$ cat config.mk
export PLATFORM = sky130hd
export DESIGN_NAME = adcc_conv_ctrl
export DESIGN_NICKNAME = d
export VERILOG_FILES = /design/src/pkg/adcc_pkg.sv /design/src/design/adcc_sticky.sv /design/src/design/adcc_avg_acc.sv /design/src/design/adcc_conv_ctrl.sv
export SDC_FILE = /design/constraint.sdc
export NUM_CORES = 1
export LEC_CHECK = 0
export BUFFER_PORTS_ARGS = -buffer_cell sky130_fd_sc_hd__buf_2
export CAP_MARGIN = 10
export CORE_ASPECT_RATIO = 1.75
export CORE_MARGIN = 2
export CORE_UTILIZATION = 40
export DETAILED_ROUTE_END_ITERATION = 6
export HOLD_SLACK_MARGIN = 0.03
export PLACE_DENSITY = 0.77
export SLEW_MARGIN = 20
export SYNTH_ARGS = -nofsm -noshare
export SYNTH_HDL_FRONTEND = slang
export SYNTH_SLANG_ARGS = --single-unit
$ cat constraint.sdc
create_clock -name clk -period 2.8 [get_ports clk]
set_input_delay 0.42 -clock clk [delete_from_list [all_inputs] [get_ports clk]]
set_output_delay 0.42 -clock clk [all_outputs]
set_load 0.02 [all_outputs]
$ cat src/pkg/adcc_pkg.sv
/*
 * adcc_pkg: shared constants, register map, field positions and carrier
 * types of the converter control block.
 * Assumes a 32-bit APB register bus with one aligned word per register.
 */
package adcc_pkg;

    // ------------------------------------------------------------------
    // register map (index; byte address is four times the index)
    // ------------------------------------------------------------------
    localparam logic [7:0] IDX_CONV_CONTROL = 8'hb8;
    localparam logic [7:0] IDX_TRIG_FLAG_CONTROL = 8'hb9;
    localparam logic [7:0] IDX_RESULT_LOW = 8'hba;
    localparam logic [7:0] IDX_RESULT_HIGH = 8'hbb;
    localparam logic [7:0] IDX_IRQ_STATUS = 8'hbc;
    localparam logic [7:0] IDX_IRQ_MASK = 8'hbd;

    // ------------------------------------------------------------------
    // field positions
    // ------------------------------------------------------------------
    localparam int CTL_START_BIT = 0;
    localparam int CTL_IRQ_EN_BIT = 1;
    localparam int TFC_CONV_DONE_BIT = 0;
    localparam int TFC_PWM_DONE_BIT = 4;
    localparam int TFC_TIMER_DONE_BIT = 6;
    localparam int EVT_CONV_DONE_BIT = 0;
    localparam int EVT_TIMER_BIT = 1;
    localparam int EVT_PWM_BIT = 2;
    localparam int EVT_IGNORED_BIT = 3;
    localparam int EVT_WIDTH = 4;

    // ------------------------------------------------------------------
    // reset values
    // ------------------------------------------------------------------
    localparam logic [7:0] CONV_CONTROL_RST = 8'h00;
    localparam logic [7:0] TRIG_FLAG_CONTROL_RST = 8'h00;
    localparam logic [EVT_WIDTH-1:0] IRQ_STATUS_RST = 4'h0;
    localparam logic [EVT_WIDTH-1:0] IRQ_MASK_RST = 4'h0;
    localparam logic [1:0] AVG_RST = 2'h0;

    // ------------------------------------------------------------------
    // types
    // ------------------------------------------------------------------
    // control register layout: avg[7:6] chan[5:4] sh[3:2] irq_en[1] start[0]
    typedef struct packed {
        logic [1:0] average_count_sel;
        logic [1:0] chan_sel;
        logic [1:0] sample_hold_time_sel;
        logic irq_en;
        logic sw_conv_start;
    } adcc_ctrl_t;

    // request to the analog converter core
    typedef struct packed {
        logic start;
        logic [1:0] chan_sel;
        logic [1:0] sample_hold_time_sel;
    } adcc_core_req_t;

    // answer from the analog converter core
    typedef struct packed {
        logic done;
        logic [11:0] sample;
    } adcc_core_rsp_t;

    typedef enum logic [2:0] {
        ADCC_IDLE = 3'b001,
        ADCC_START = 3'b010,
        ADCC_WAIT = 3'b100
    } adcc_state_t;

endpackage

$ cat src/design/adcc_sticky.sv
/*
 * adcc_sticky: bank of sticky flags, set by hardware, cleared by request.
 * Assumes set and clear come from logic on the same clock.
 */
`timescale 1ns/100ps
module adcc_sticky #(
    parameter int WIDTH = 4,
    parameter logic [WIDTH-1:0] RST_VAL = '0
) (
    input wire logic clk,
    input wire logic reset,
    input wire logic [WIDTH-1:0] set,
    input wire logic [WIDTH-1:0] clr,
    output logic [WIDTH-1:0] flags_q
);

    // ------------------------------------------------------------------
    // flag update
    // ------------------------------------------------------------------
    logic [WIDTH-1:0] flags_d;

    // a set in the clearing cycle wins
    assign flags_d = (flags_q & ~clr) | set;

    always_ff @(posedge clk)
    begin
        if (reset)
        begin
            flags_q <= RST_VAL;
        end
        else
        begin
            flags_q <= flags_d;
        end
    end

endmodule // adcc_sticky

$ cat src/design/adcc_avg_acc.sv
/*
 * adcc_avg_acc: sums 1, 2, 4 or 8 samples and delivers their mean.
 * Assumes one sample_valid pulse per finished core conversion.
 */
`timescale 1ns/100ps
module adcc_avg_acc #(
    parameter int SAMPLE_W = 12
) (
    input wire logic clk,
    input wire logic reset,
    input wire logic clear,
    input wire logic sample_valid,
    input wire logic [SAMPLE_W-1:0] sample,
    input wire logic [1:0] avg_sel,
    output logic last,
    output logic [SAMPLE_W-1:0] mean
);

    // ------------------------------------------------------------------
    // accumulation
    // ------------------------------------------------------------------
    logic [SAMPLE_W+2:0] acc_q;
    logic [SAMPLE_W+2:0] acc_d;
    logic [SAMPLE_W+2:0] sum;
    logic [2:0] cnt_q;
    logic [2:0] cnt_d;
    logic [2:0] target;

    // number of samples minus one
    assign target = 3'((4'h1 << avg_sel) - 4'h1);
    assign sum = acc_q + {3'h0, sample};
    assign last = sample_valid && (cnt_q == target);
    assign mean = SAMPLE_W'(sum >> avg_sel);
    assign acc_d = (clear || last) ? '0 : (sample_valid ? sum : acc_q);
    assign cnt_d = (clear || last) ? 3'h0 : (sample_valid ? cnt_q + 3'h1 : cnt_q);

    always_ff @(posedge clk)
    begin
        if (reset)
        begin
            acc_q <= '0;
            cnt_q <= 3'h0;
        end
        else
        begin
            acc_q <= acc_d;
            cnt_q <= cnt_d;
        end
    end

endmodule // adcc_avg_acc

$ cat src/design/adcc_conv_ctrl.sv
/*
 * adcc_conv_ctrl: control and status of the on-chip 12-bit converter,
 * reached by software over APB; issues conversion requests to the analog
 * core, averages its samples and reports completion by flags and interrupt.
 * Assumes the analog core and the timer and PWM trigger sources run on clk,
 * and that the core answers each start with one done pulse.
 */
// Functional notes
// - busy reads 1 for the whole time a conversion is in progress.
// - writing 1 to start begins conversion; hardware clears start when done.
// - timer trigger sets its done flag; software clear; cleared with irq flag.
// - pwm trigger sets its done flag; software clear; cleared with irq flag.
// - conversion done flag at bit 0 of trigger register set at each finish.
// - with interrupt enabled, the done flag also raises the interrupt request.
// - only software clears the done flag; clearing it clears all register flags.
// - result low and high bytes are read only; writes ignored; no reset value.
// - starts or triggers during a conversion are ignored; current one continues.
// - two-bit field averages 1, 2, 4 or 8 samples; default 00.
`timescale 1ns/100ps
module adcc_conv_ctrl #(
    parameter int SAMPLE_W = 12
) (
    input wire logic clk,
    input wire logic reset,
    // apb slave
    input wire logic psel,
    input wire logic penable,
    input wire logic pwrite,
    input wire logic [11:0] paddr,
    input wire logic [31:0] pwdata,
    input wire logic [3:0] pstrb,
    output logic [31:0] prdata,
    output logic pready,
    output logic pslverr,
    // hardware triggers
    input wire logic timer_trig,
    input wire logic pwm_trig,
    // analog converter core
    output adcc_pkg::adcc_core_req_t core_req,
    input wire adcc_pkg::adcc_core_rsp_t core_rsp,
    output logic [1:0] average_count_sel,
    output logic busy,
    output logic irq
);

    // ------------------------------------
    // declarations
    // ------------------------------------
    adcc_pkg::adcc_state_t state_q;
    adcc_pkg::adcc_state_t state_d;
    adcc_pkg::adcc_ctrl_t ctrl_q;
    adcc_pkg::adcc_ctrl_t ctrl_d;
    logic [7:0] result_low_byte_q;
    logic [7:0] result_high_byte_q;
    logic [7:0] flag_set;
    logic [7:0] flag_clr;
    logic [7:0] trig_flags_q;
    logic [adcc_pkg::EVT_WIDTH-1:0] evt_set;
    logic [adcc_pkg::EVT_WIDTH-1:0] evt_clr;
    logic [adcc_pkg::EVT_WIDTH-1:0] evt_q;
    logic [adcc_pkg::EVT_WIDTH-1:0] mask_q;
    logic [adcc_pkg::EVT_WIDTH-1:0] mask_d;
    logic access;
    logic wr_en;
    logic lane0;
    logic sel_ctrl, sel_flags, sel_low, sel_high, sel_stat, sel_mask;
    logic mapped;
    logic sw_start_req;
    logic any_request;
    logic launch, ignored, finish, last;
    logic [SAMPLE_W-1:0] mean;
    logic [7:0] wbyte;
    logic conv_done_irq_flag;
    logic irq_flag_cleared;

    // ------------------------------------
    // address decode
    // ------------------------------------
    // true when the word address matches a register index
    function automatic logic hit(input logic [11:0] addr, input logic [7:0] idx);
        hit = (addr[11:2] == {2'h0, idx}) && (addr[1:0] == 2'h0);
    endfunction

    // apb decode; registers answer with no wait state
    assign access = psel && penable;
    assign wr_en = access && pwrite;
    assign lane0 = pstrb[0];
    assign wbyte = pwdata[7:0];
    assign sel_ctrl = hit(paddr, adcc_pkg::IDX_CONV_CONTROL);
    assign sel_flags = hit(paddr, adcc_pkg::IDX_TRIG_FLAG_CONTROL);
    assign sel_low = hit(paddr, adcc_pkg::IDX_RESULT_LOW);
    assign sel_high = hit(paddr, adcc_pkg::IDX_RESULT_HIGH);
    assign sel_stat = hit(paddr, adcc_pkg::IDX_IRQ_STATUS);
    assign sel_mask = hit(paddr, adcc_pkg::IDX_IRQ_MASK);
    assign mapped = sel_ctrl | sel_flags | sel_low | sel_high | sel_stat | sel_mask;
    assign pready = 1'b1;
    assign pslverr = access && !mapped;

    // ------------------------------------
    // read data
    // ------------------------------------
    // control word reads busy in place of the start bit
    always_comb
    begin
        prdata = 32'h0000_0000;
        if (sel_ctrl)
        begin
            prdata[7:0] = {ctrl_q[7:1], busy};
        end
        else if (sel_flags)
        begin
            prdata[7:0] = trig_flags_q;
        end
        else if (sel_low)
        begin
            prdata[7:0] = result_low_byte_q;
        end
        else if (sel_high)
        begin
            prdata[7:0] = result_high_byte_q;
        end
        else if (sel_stat)
        begin
            prdata[adcc_pkg::EVT_WIDTH-1:0] = evt_q;
        end
        else if (sel_mask)
        begin
            prdata[adcc_pkg::EVT_WIDTH-1:0] = mask_q;
        end
    end

    // ------------------------------------
    // start arbitration
    // ------------------------------------
    // software start is a write of 1 to the start bit
    assign sw_start_req = wr_en && sel_ctrl && lane0 && wbyte[adcc_pkg::CTL_START_BIT];
    assign any_request = sw_start_req | timer_trig | pwm_trig;
    // only an idle converter accepts a request
    assign launch = any_request && (state_q == adcc_pkg::ADCC_IDLE);
    assign ignored = any_request && (state_q != adcc_pkg::ADCC_IDLE);
    assign busy = (state_q != adcc_pkg::ADCC_IDLE);
    assign finish = last && (state_q == adcc_pkg::ADCC_WAIT);

    // ------------------------------------
    // conversion sequencer
    // ------------------------------------
    // one core start per averaged sample, repeat until the set is full
    always_comb
    begin
        state_d = state_q;
        case (state_q)
            adcc_pkg::ADCC_IDLE:
            begin
                if (launch)
                begin
                    state_d = adcc_pkg::ADCC_START;
                end
            end
            adcc_pkg::ADCC_START:
            begin
                state_d = adcc_pkg::ADCC_WAIT;
            end
            adcc_pkg::ADCC_WAIT:
            begin
                if (finish)
                begin
                    state_d = adcc_pkg::ADCC_IDLE;
                end
                else if (core_rsp.done)
                begin
                    state_d = adcc_pkg::ADCC_START;
                end
            end
            default:
            begin
                state_d = adcc_pkg::ADCC_IDLE;
            end
        endcase
    end

    always_ff @(posedge clk)
    begin
        if (reset)
        begin
            state_q <= adcc_pkg::ADCC_IDLE;
        end
        else
        begin
            state_q <= state_d;
        end
    end

    // core request carries the live channel and sample-hold settings
    assign core_req.start = (state_q == adcc_pkg::ADCC_START);
    assign core_req.chan_sel = ctrl_q.chan_sel;
    assign core_req.sample_hold_time_sel = ctrl_q.sample_hold_time_sel;
    assign average_count_sel = ctrl_q.average_count_sel;

    // ------------------------------------
    // averaging
    // ------------------------------------
    adcc_avg_acc #(
        .SAMPLE_W(SAMPLE_W)
    ) u_avg (
        .clk(clk),
        .reset(reset),
        .clear(launch),
        .sample_valid(core_rsp.done && (state_q == adcc_pkg::ADCC_WAIT)),
        .sample(core_rsp.sample),
        .avg_sel(ctrl_q.average_count_sel),
        .last(last),
        .mean(mean)
    );

    // ------------------------------------
    // control register
    // ------------------------------------
    // start bit self-clears when the conversion finishes
    always_comb
    begin
        ctrl_d = ctrl_q;
        if (wr_en && sel_ctrl && lane0)
        begin
            ctrl_d[7:1] = wbyte[7:1];
        end
        if (launch && sw_start_req)
        begin
            ctrl_d.sw_conv_start = 1'b1;
        end
        else if (finish)
        begin
            ctrl_d.sw_conv_start = 1'b0;
        end
    end

    always_ff @(posedge clk)
    begin
        if (reset)
        begin
            ctrl_q <= adcc_pkg::CONV_CONTROL_RST;
        end
        else
        begin
            ctrl_q <= ctrl_d;
        end
    end

    // ------------------------------------
    // result bytes
    // ------------------------------------
    // loaded together with the done flag; no reset, writes never reach them
    always_ff @(posedge clk)
    begin
        if (finish)
        begin
            result_low_byte_q <= mean[7:0];
            result_high_byte_q <= 8'(mean[SAMPLE_W-1:8]);
        end
    end

    // ------------------------------------
    // trigger flag control register
    // ------------------------------------
    // software writes 0 to clear a flag; clearing the irq flag clears all
    assign irq_flag_cleared = wr_en && sel_flags && lane0
        && !wbyte[adcc_pkg::TFC_CONV_DONE_BIT] && conv_done_irq_flag;
    always_comb
    begin
        flag_set = 8'h00;
        flag_clr = 8'h00;
        flag_set[adcc_pkg::TFC_TIMER_DONE_BIT] = launch && timer_trig;
        flag_set[adcc_pkg::TFC_PWM_DONE_BIT] = launch && pwm_trig;
        flag_set[adcc_pkg::TFC_CONV_DONE_BIT] = finish;
        if (wr_en && sel_flags && lane0)
        begin
            flag_clr[adcc_pkg::TFC_TIMER_DONE_BIT] =
                !wbyte[adcc_pkg::TFC_TIMER_DONE_BIT];
            flag_clr[adcc_pkg::TFC_PWM_DONE_BIT] = !wbyte[adcc_pkg::TFC_PWM_DONE_BIT];
            flag_clr[adcc_pkg::TFC_CONV_DONE_BIT] =
                !wbyte[adcc_pkg::TFC_CONV_DONE_BIT];
        end
        if (irq_flag_cleared)
        begin
            flag_clr = 8'hff;
        end
    end

    adcc_sticky #(
        .WIDTH(8),
        .RST_VAL(adcc_pkg::TRIG_FLAG_CONTROL_RST)
    ) u_trig_flags (
        .clk(clk),
        .reset(reset),
        .set(flag_set),
        .clr(flag_clr),
        .flags_q(trig_flags_q)
    );

    assign conv_done_irq_flag = trig_flags_q[adcc_pkg::TFC_CONV_DONE_BIT];

    // ------------------------------------
    // event status and mask
    // ------------------------------------
    // sticky events, write one to clear
    always_comb
    begin
        evt_set = '0;
        evt_set[adcc_pkg::EVT_CONV_DONE_BIT] = finish;
        evt_set[adcc_pkg::EVT_TIMER_BIT] = launch && timer_trig;
        evt_set[adcc_pkg::EVT_PWM_BIT] = launch && pwm_trig;
        evt_set[adcc_pkg::EVT_IGNORED_BIT] = ignored;
        evt_clr = '0;
        if (wr_en && sel_stat && lane0)
        begin
            evt_clr = wbyte[adcc_pkg::EVT_WIDTH-1:0];
        end
    end

    adcc_sticky #(
        .WIDTH(adcc_pkg::EVT_WIDTH),
        .RST_VAL(adcc_pkg::IRQ_STATUS_RST)
    ) u_events (
        .clk(clk),
        .reset(reset),
        .set(evt_set),
        .clr(evt_clr),
        .flags_q(evt_q)
    );

    assign mask_d = (wr_en && sel_mask && lane0) ? wbyte[adcc_pkg::EVT_WIDTH-1:0] : mask_q;

    always_ff @(posedge clk)
    begin
        if (reset)
        begin
            mask_q <= adcc_pkg::IRQ_MASK_RST;
        end
        else
        begin
            mask_q <= mask_d;
        end
    end

    // ------------------------------------
    // interrupt
    // ------------------------------------
    // done flag with enable, or any unmasked sticky event
    assign irq = (conv_done_irq_flag && ctrl_q.irq_en) || (|(evt_q & mask_q));

endmodule // adcc_conv_ctrl

==> flow_metrics.env <==
export IMPL_clk_pin_slew_ns=0.08
export IMPL_area_growth_pct=11.4
export IMPL_finalHoldViolCount=0
export IMPL_final_util_pct=45.9
export IMPL_critPathArrivalTime_ns=2.59
export IMPL_drv_cap=0
export IMPL_fp_dieW_um=76.9
export IMPL_pin_count=111
export IMPL_vias_per_cell=5.39
export IMPL_post_place_ws_ns=0.0271
export IMPL_clock_latency_ns=0.30
export IMPL_clockRootBuffer="clkbuf_16"
export IMPL_first_iter_violations=201
export IMPL_wirelength_um=8670
export IMPL_fin_skew_ns=0.00778
export IMPL_htreeDepth=2
export IMPL_hold_path_class="primary input to flip-flop"
export IMPL_numCtsBuffers=5
export IMPL_worstPathMaxFanout=4
export IMPL_layout_common_cells="64 x nand2_1, 58 x buf_2, 45 x a21oi_1"
export IMPL_synth_edff_count=12
export IMPL_setup_ws_ns=0.251
export IMPL_ir_drop_mv=0.265
export IMPL_path_class="flip-flop to flip-flop"
export IMPL_status="finished, final reports clean"
export IMPL_core_um2=9040
export IMPL_fin_nets=566
export IMPL_setup_viol=0
export IMPL_fmax_mhz=392
export IMPL_cts_repair_resized=0
export IMPL_slowest_delay_ns=0.39
export IMPL_drc=0
export IMPL_row_count=46
export IMPL_period_share_pct=91.1
export IMPL_p_leak_nw=1.71
export IMPL_cts_sinks=56
export IMPL_synth_seq_cells=56
export IMPL_placed_area_um2=4000
export IMPL_crit_family="compound AO/OA/AOI/OAI gates"
export IMPL_cts_setup_buffers=0
export IMPL_synth_cells=436
export IMPL_slew_headroom_pct=61.6
export IMPL_antenna_left=0
export IMPL_syn_area_um2=3720
export IMPL_overflow=0
export IMPL_ys_types=64
export IMPL_rsz0062_at_grt="false"
export IMPL_fin_hold_ws_ns=0.368
export IMPL_setup_worst_path_start_class="flip-flop"
export IMPL_power_density_nw_per_um2=414
export IMPL_postSynthAreaPerCell_um2=8.54
export IMPL_drt_first_pass_iters=4
export IMPL_crit_path_end_kind="flip-flop"
export IMPL_wl_per_cell_um=14.3
export IMPL_design_area_um2=4150
export IMPL_final_common_cell="nand2_1"
export IMPL_drive_above_1_share_pct=21.2
export IMPL_start_util_pct=41.2
export IMPL_min_period_ns=2.55
export IMPL_synthFlopType="dfxtp_1"
export IMPL_cts_tree="yes"
export IMPL_worstPathCellList="ha_1 > fa_1 > a21o_1 > a221oi_2 > o21ai_0 > xor2_1 > o311ai_0 > nor2_1"
export IMPL_worstPathRequired_ns=2.84
export IMPL_gr_usage_all_layers_pct=17.1
export IMPL_seq_area_frac_synth_pct=33.3
export IMPL_n_antenna_cell=0
export IMPL_fin_setup_tns_ns=0
export IMPL_grt_antenna_before_repair=0
export IMPL_tightest_slew_ns=0.570
export IMPL_async_flop_share_pct=0
export IMPL_grt_max_degree=23
export IMPL_hold_buffers=0
export IMPL_num_vias=3259
export IMPL_hpwl_um=6670
export IMPL_grt_pass1_vias=3139
export IMPL_fillers=899
export IMPL_cts_buffer_depth=2
export IMPL_gp_routability_congestion=0.897
export IMPL_slew_violations=0
export IMPL_portBuffers=58
export IMPL_worst_path_buf_inv=0
export IMPL_grt_pass1_wl_um=14300
export IMPL_ys_warn_count=0
export IMPL_die_y_um=132
export IMPL_cpMaxStageDelayCell="fa_1"
export IMPL_die_area_um2=10100
## worst paths after layout
kind	startpoint	to	slack (ns)	cells past startpoint
max	u_avg.acc_q[0]	result_high_byte_q[2]	0.25	8
min reg2reg	u_trig_flags.flags_q[3]	u_trig_flags.flags_q[3]	0.46	1
min	pwdata[5]	core_req[3]	0.37	3
max reg2reg	u_avg.acc_q[0]	result_high_byte_q[2]	0.25	8
## Yosys cell counts (all sizes together), types with 4 or more instances
cell type | number | area, um^2
a211oi | 8 | 65.1
a21o | 9 | 70.1
a21oi | 45 | 225
a221oi | 6 | 58.8
and2 | 10 | 62.6
and3 | 4 | 25.0
buf | 40 | 290
clkbuf | 11 | 41.3
dfxtp | 44 | 881
edfxtp | 12 | 360
ha | 13 | 163
inv | 7 | 26.3
mux2 | 7 | 78.8
mux2i | 18 | 180
nand2 | 64 | 240
nand3 | 16 | 80.1
nor2 | 34 | 130
nor2b | 6 | 37.5
nor3 | 4 | 25.0
o211ai | 6 | 45.0
o21a | 4 | 30.0
o21ai | 10 | 57.6
xnor2 | 9 | 78.8
xor2 | 7 | 61.3
## power by group
part | leakage, nW | internal, mW | switching (mW)
registers | 0.464 | 0.836 | 0.0116
clock network | 0.0745 | 0.335 | 0.309
logic | 1.17 | 0.0804 | 0.146
## cells by family (layout without fill, tap and decap cells)
kind of cell,Yosys count,count (layout),synth area share (%)
AND/OR/NAND/NOR,157,157,20.4
AO/OA/AOI/OAI,106,106,19.6
buffers and inverters,58,84,9.61
flip-flops,56,56,33.3
multiplexers,27,27,8.17
XOR/XNOR,16,16,3.76
adder cells (fa/ha/maj),14,14,4.91
other,2,25,0.202
## routing by layer
metal | vias up | part of all wire, % | global-route usage (%)
met1 | 1532 | 39 | 18.0
met2 | 96 | 54 | 32.3
met3 | 28 | 3.6 | 2.34
met4 | 0 | 3.4 | 8.59
li1 | 1603 | - | -
met5 | - | 0 | 0
## stage by stage
step	std cells	total power [mW]
3_3_place_gp	597	1.09
3_5_place_dp	597	1.09
6_report	605	1.72
5_1_grt	605	1.78
4_1_cts	605	1.72
2_1_floorplan	459	1.05
## flip-flops by register name (all words and copies together), names as in the netlist
signal / count
u_avg.acc_q: 15
result_low_byte_q: 8
u_trig_flags.flags_q: 8
core_req: 4
mask_q: 4
result_high_byte_q: 4
u_events.flags_q: 4
state_q: 3
u_avg.cnt_q: 3
average_count_sel: 2
ctrl_q: 1
## area by class of cell
cell class	instances	area (um^2)	area share, %
clock inverters	3	20.0	0.483
inverters	7	26.3	0.634
repair buffers	69	373	8.99
well taps	120	150	3.62
multi-input cells	345	2210	53.3
clock buffers	5	125	3.02
flip-flops and latches	56	1240	29.9
## worst reg2reg max path, stage by stage, from the launching register on
cell,delay [ns]
dfxtp_1,0.32
ha_1,0.22
fa_1,0.39
a21o_1,0.19
a221oi_2,0.39
o21ai_0,0.18
xor2_1,0.21
o311ai_0,0.30
nor2_1,0.09
(Power assumes the default switching activity.)
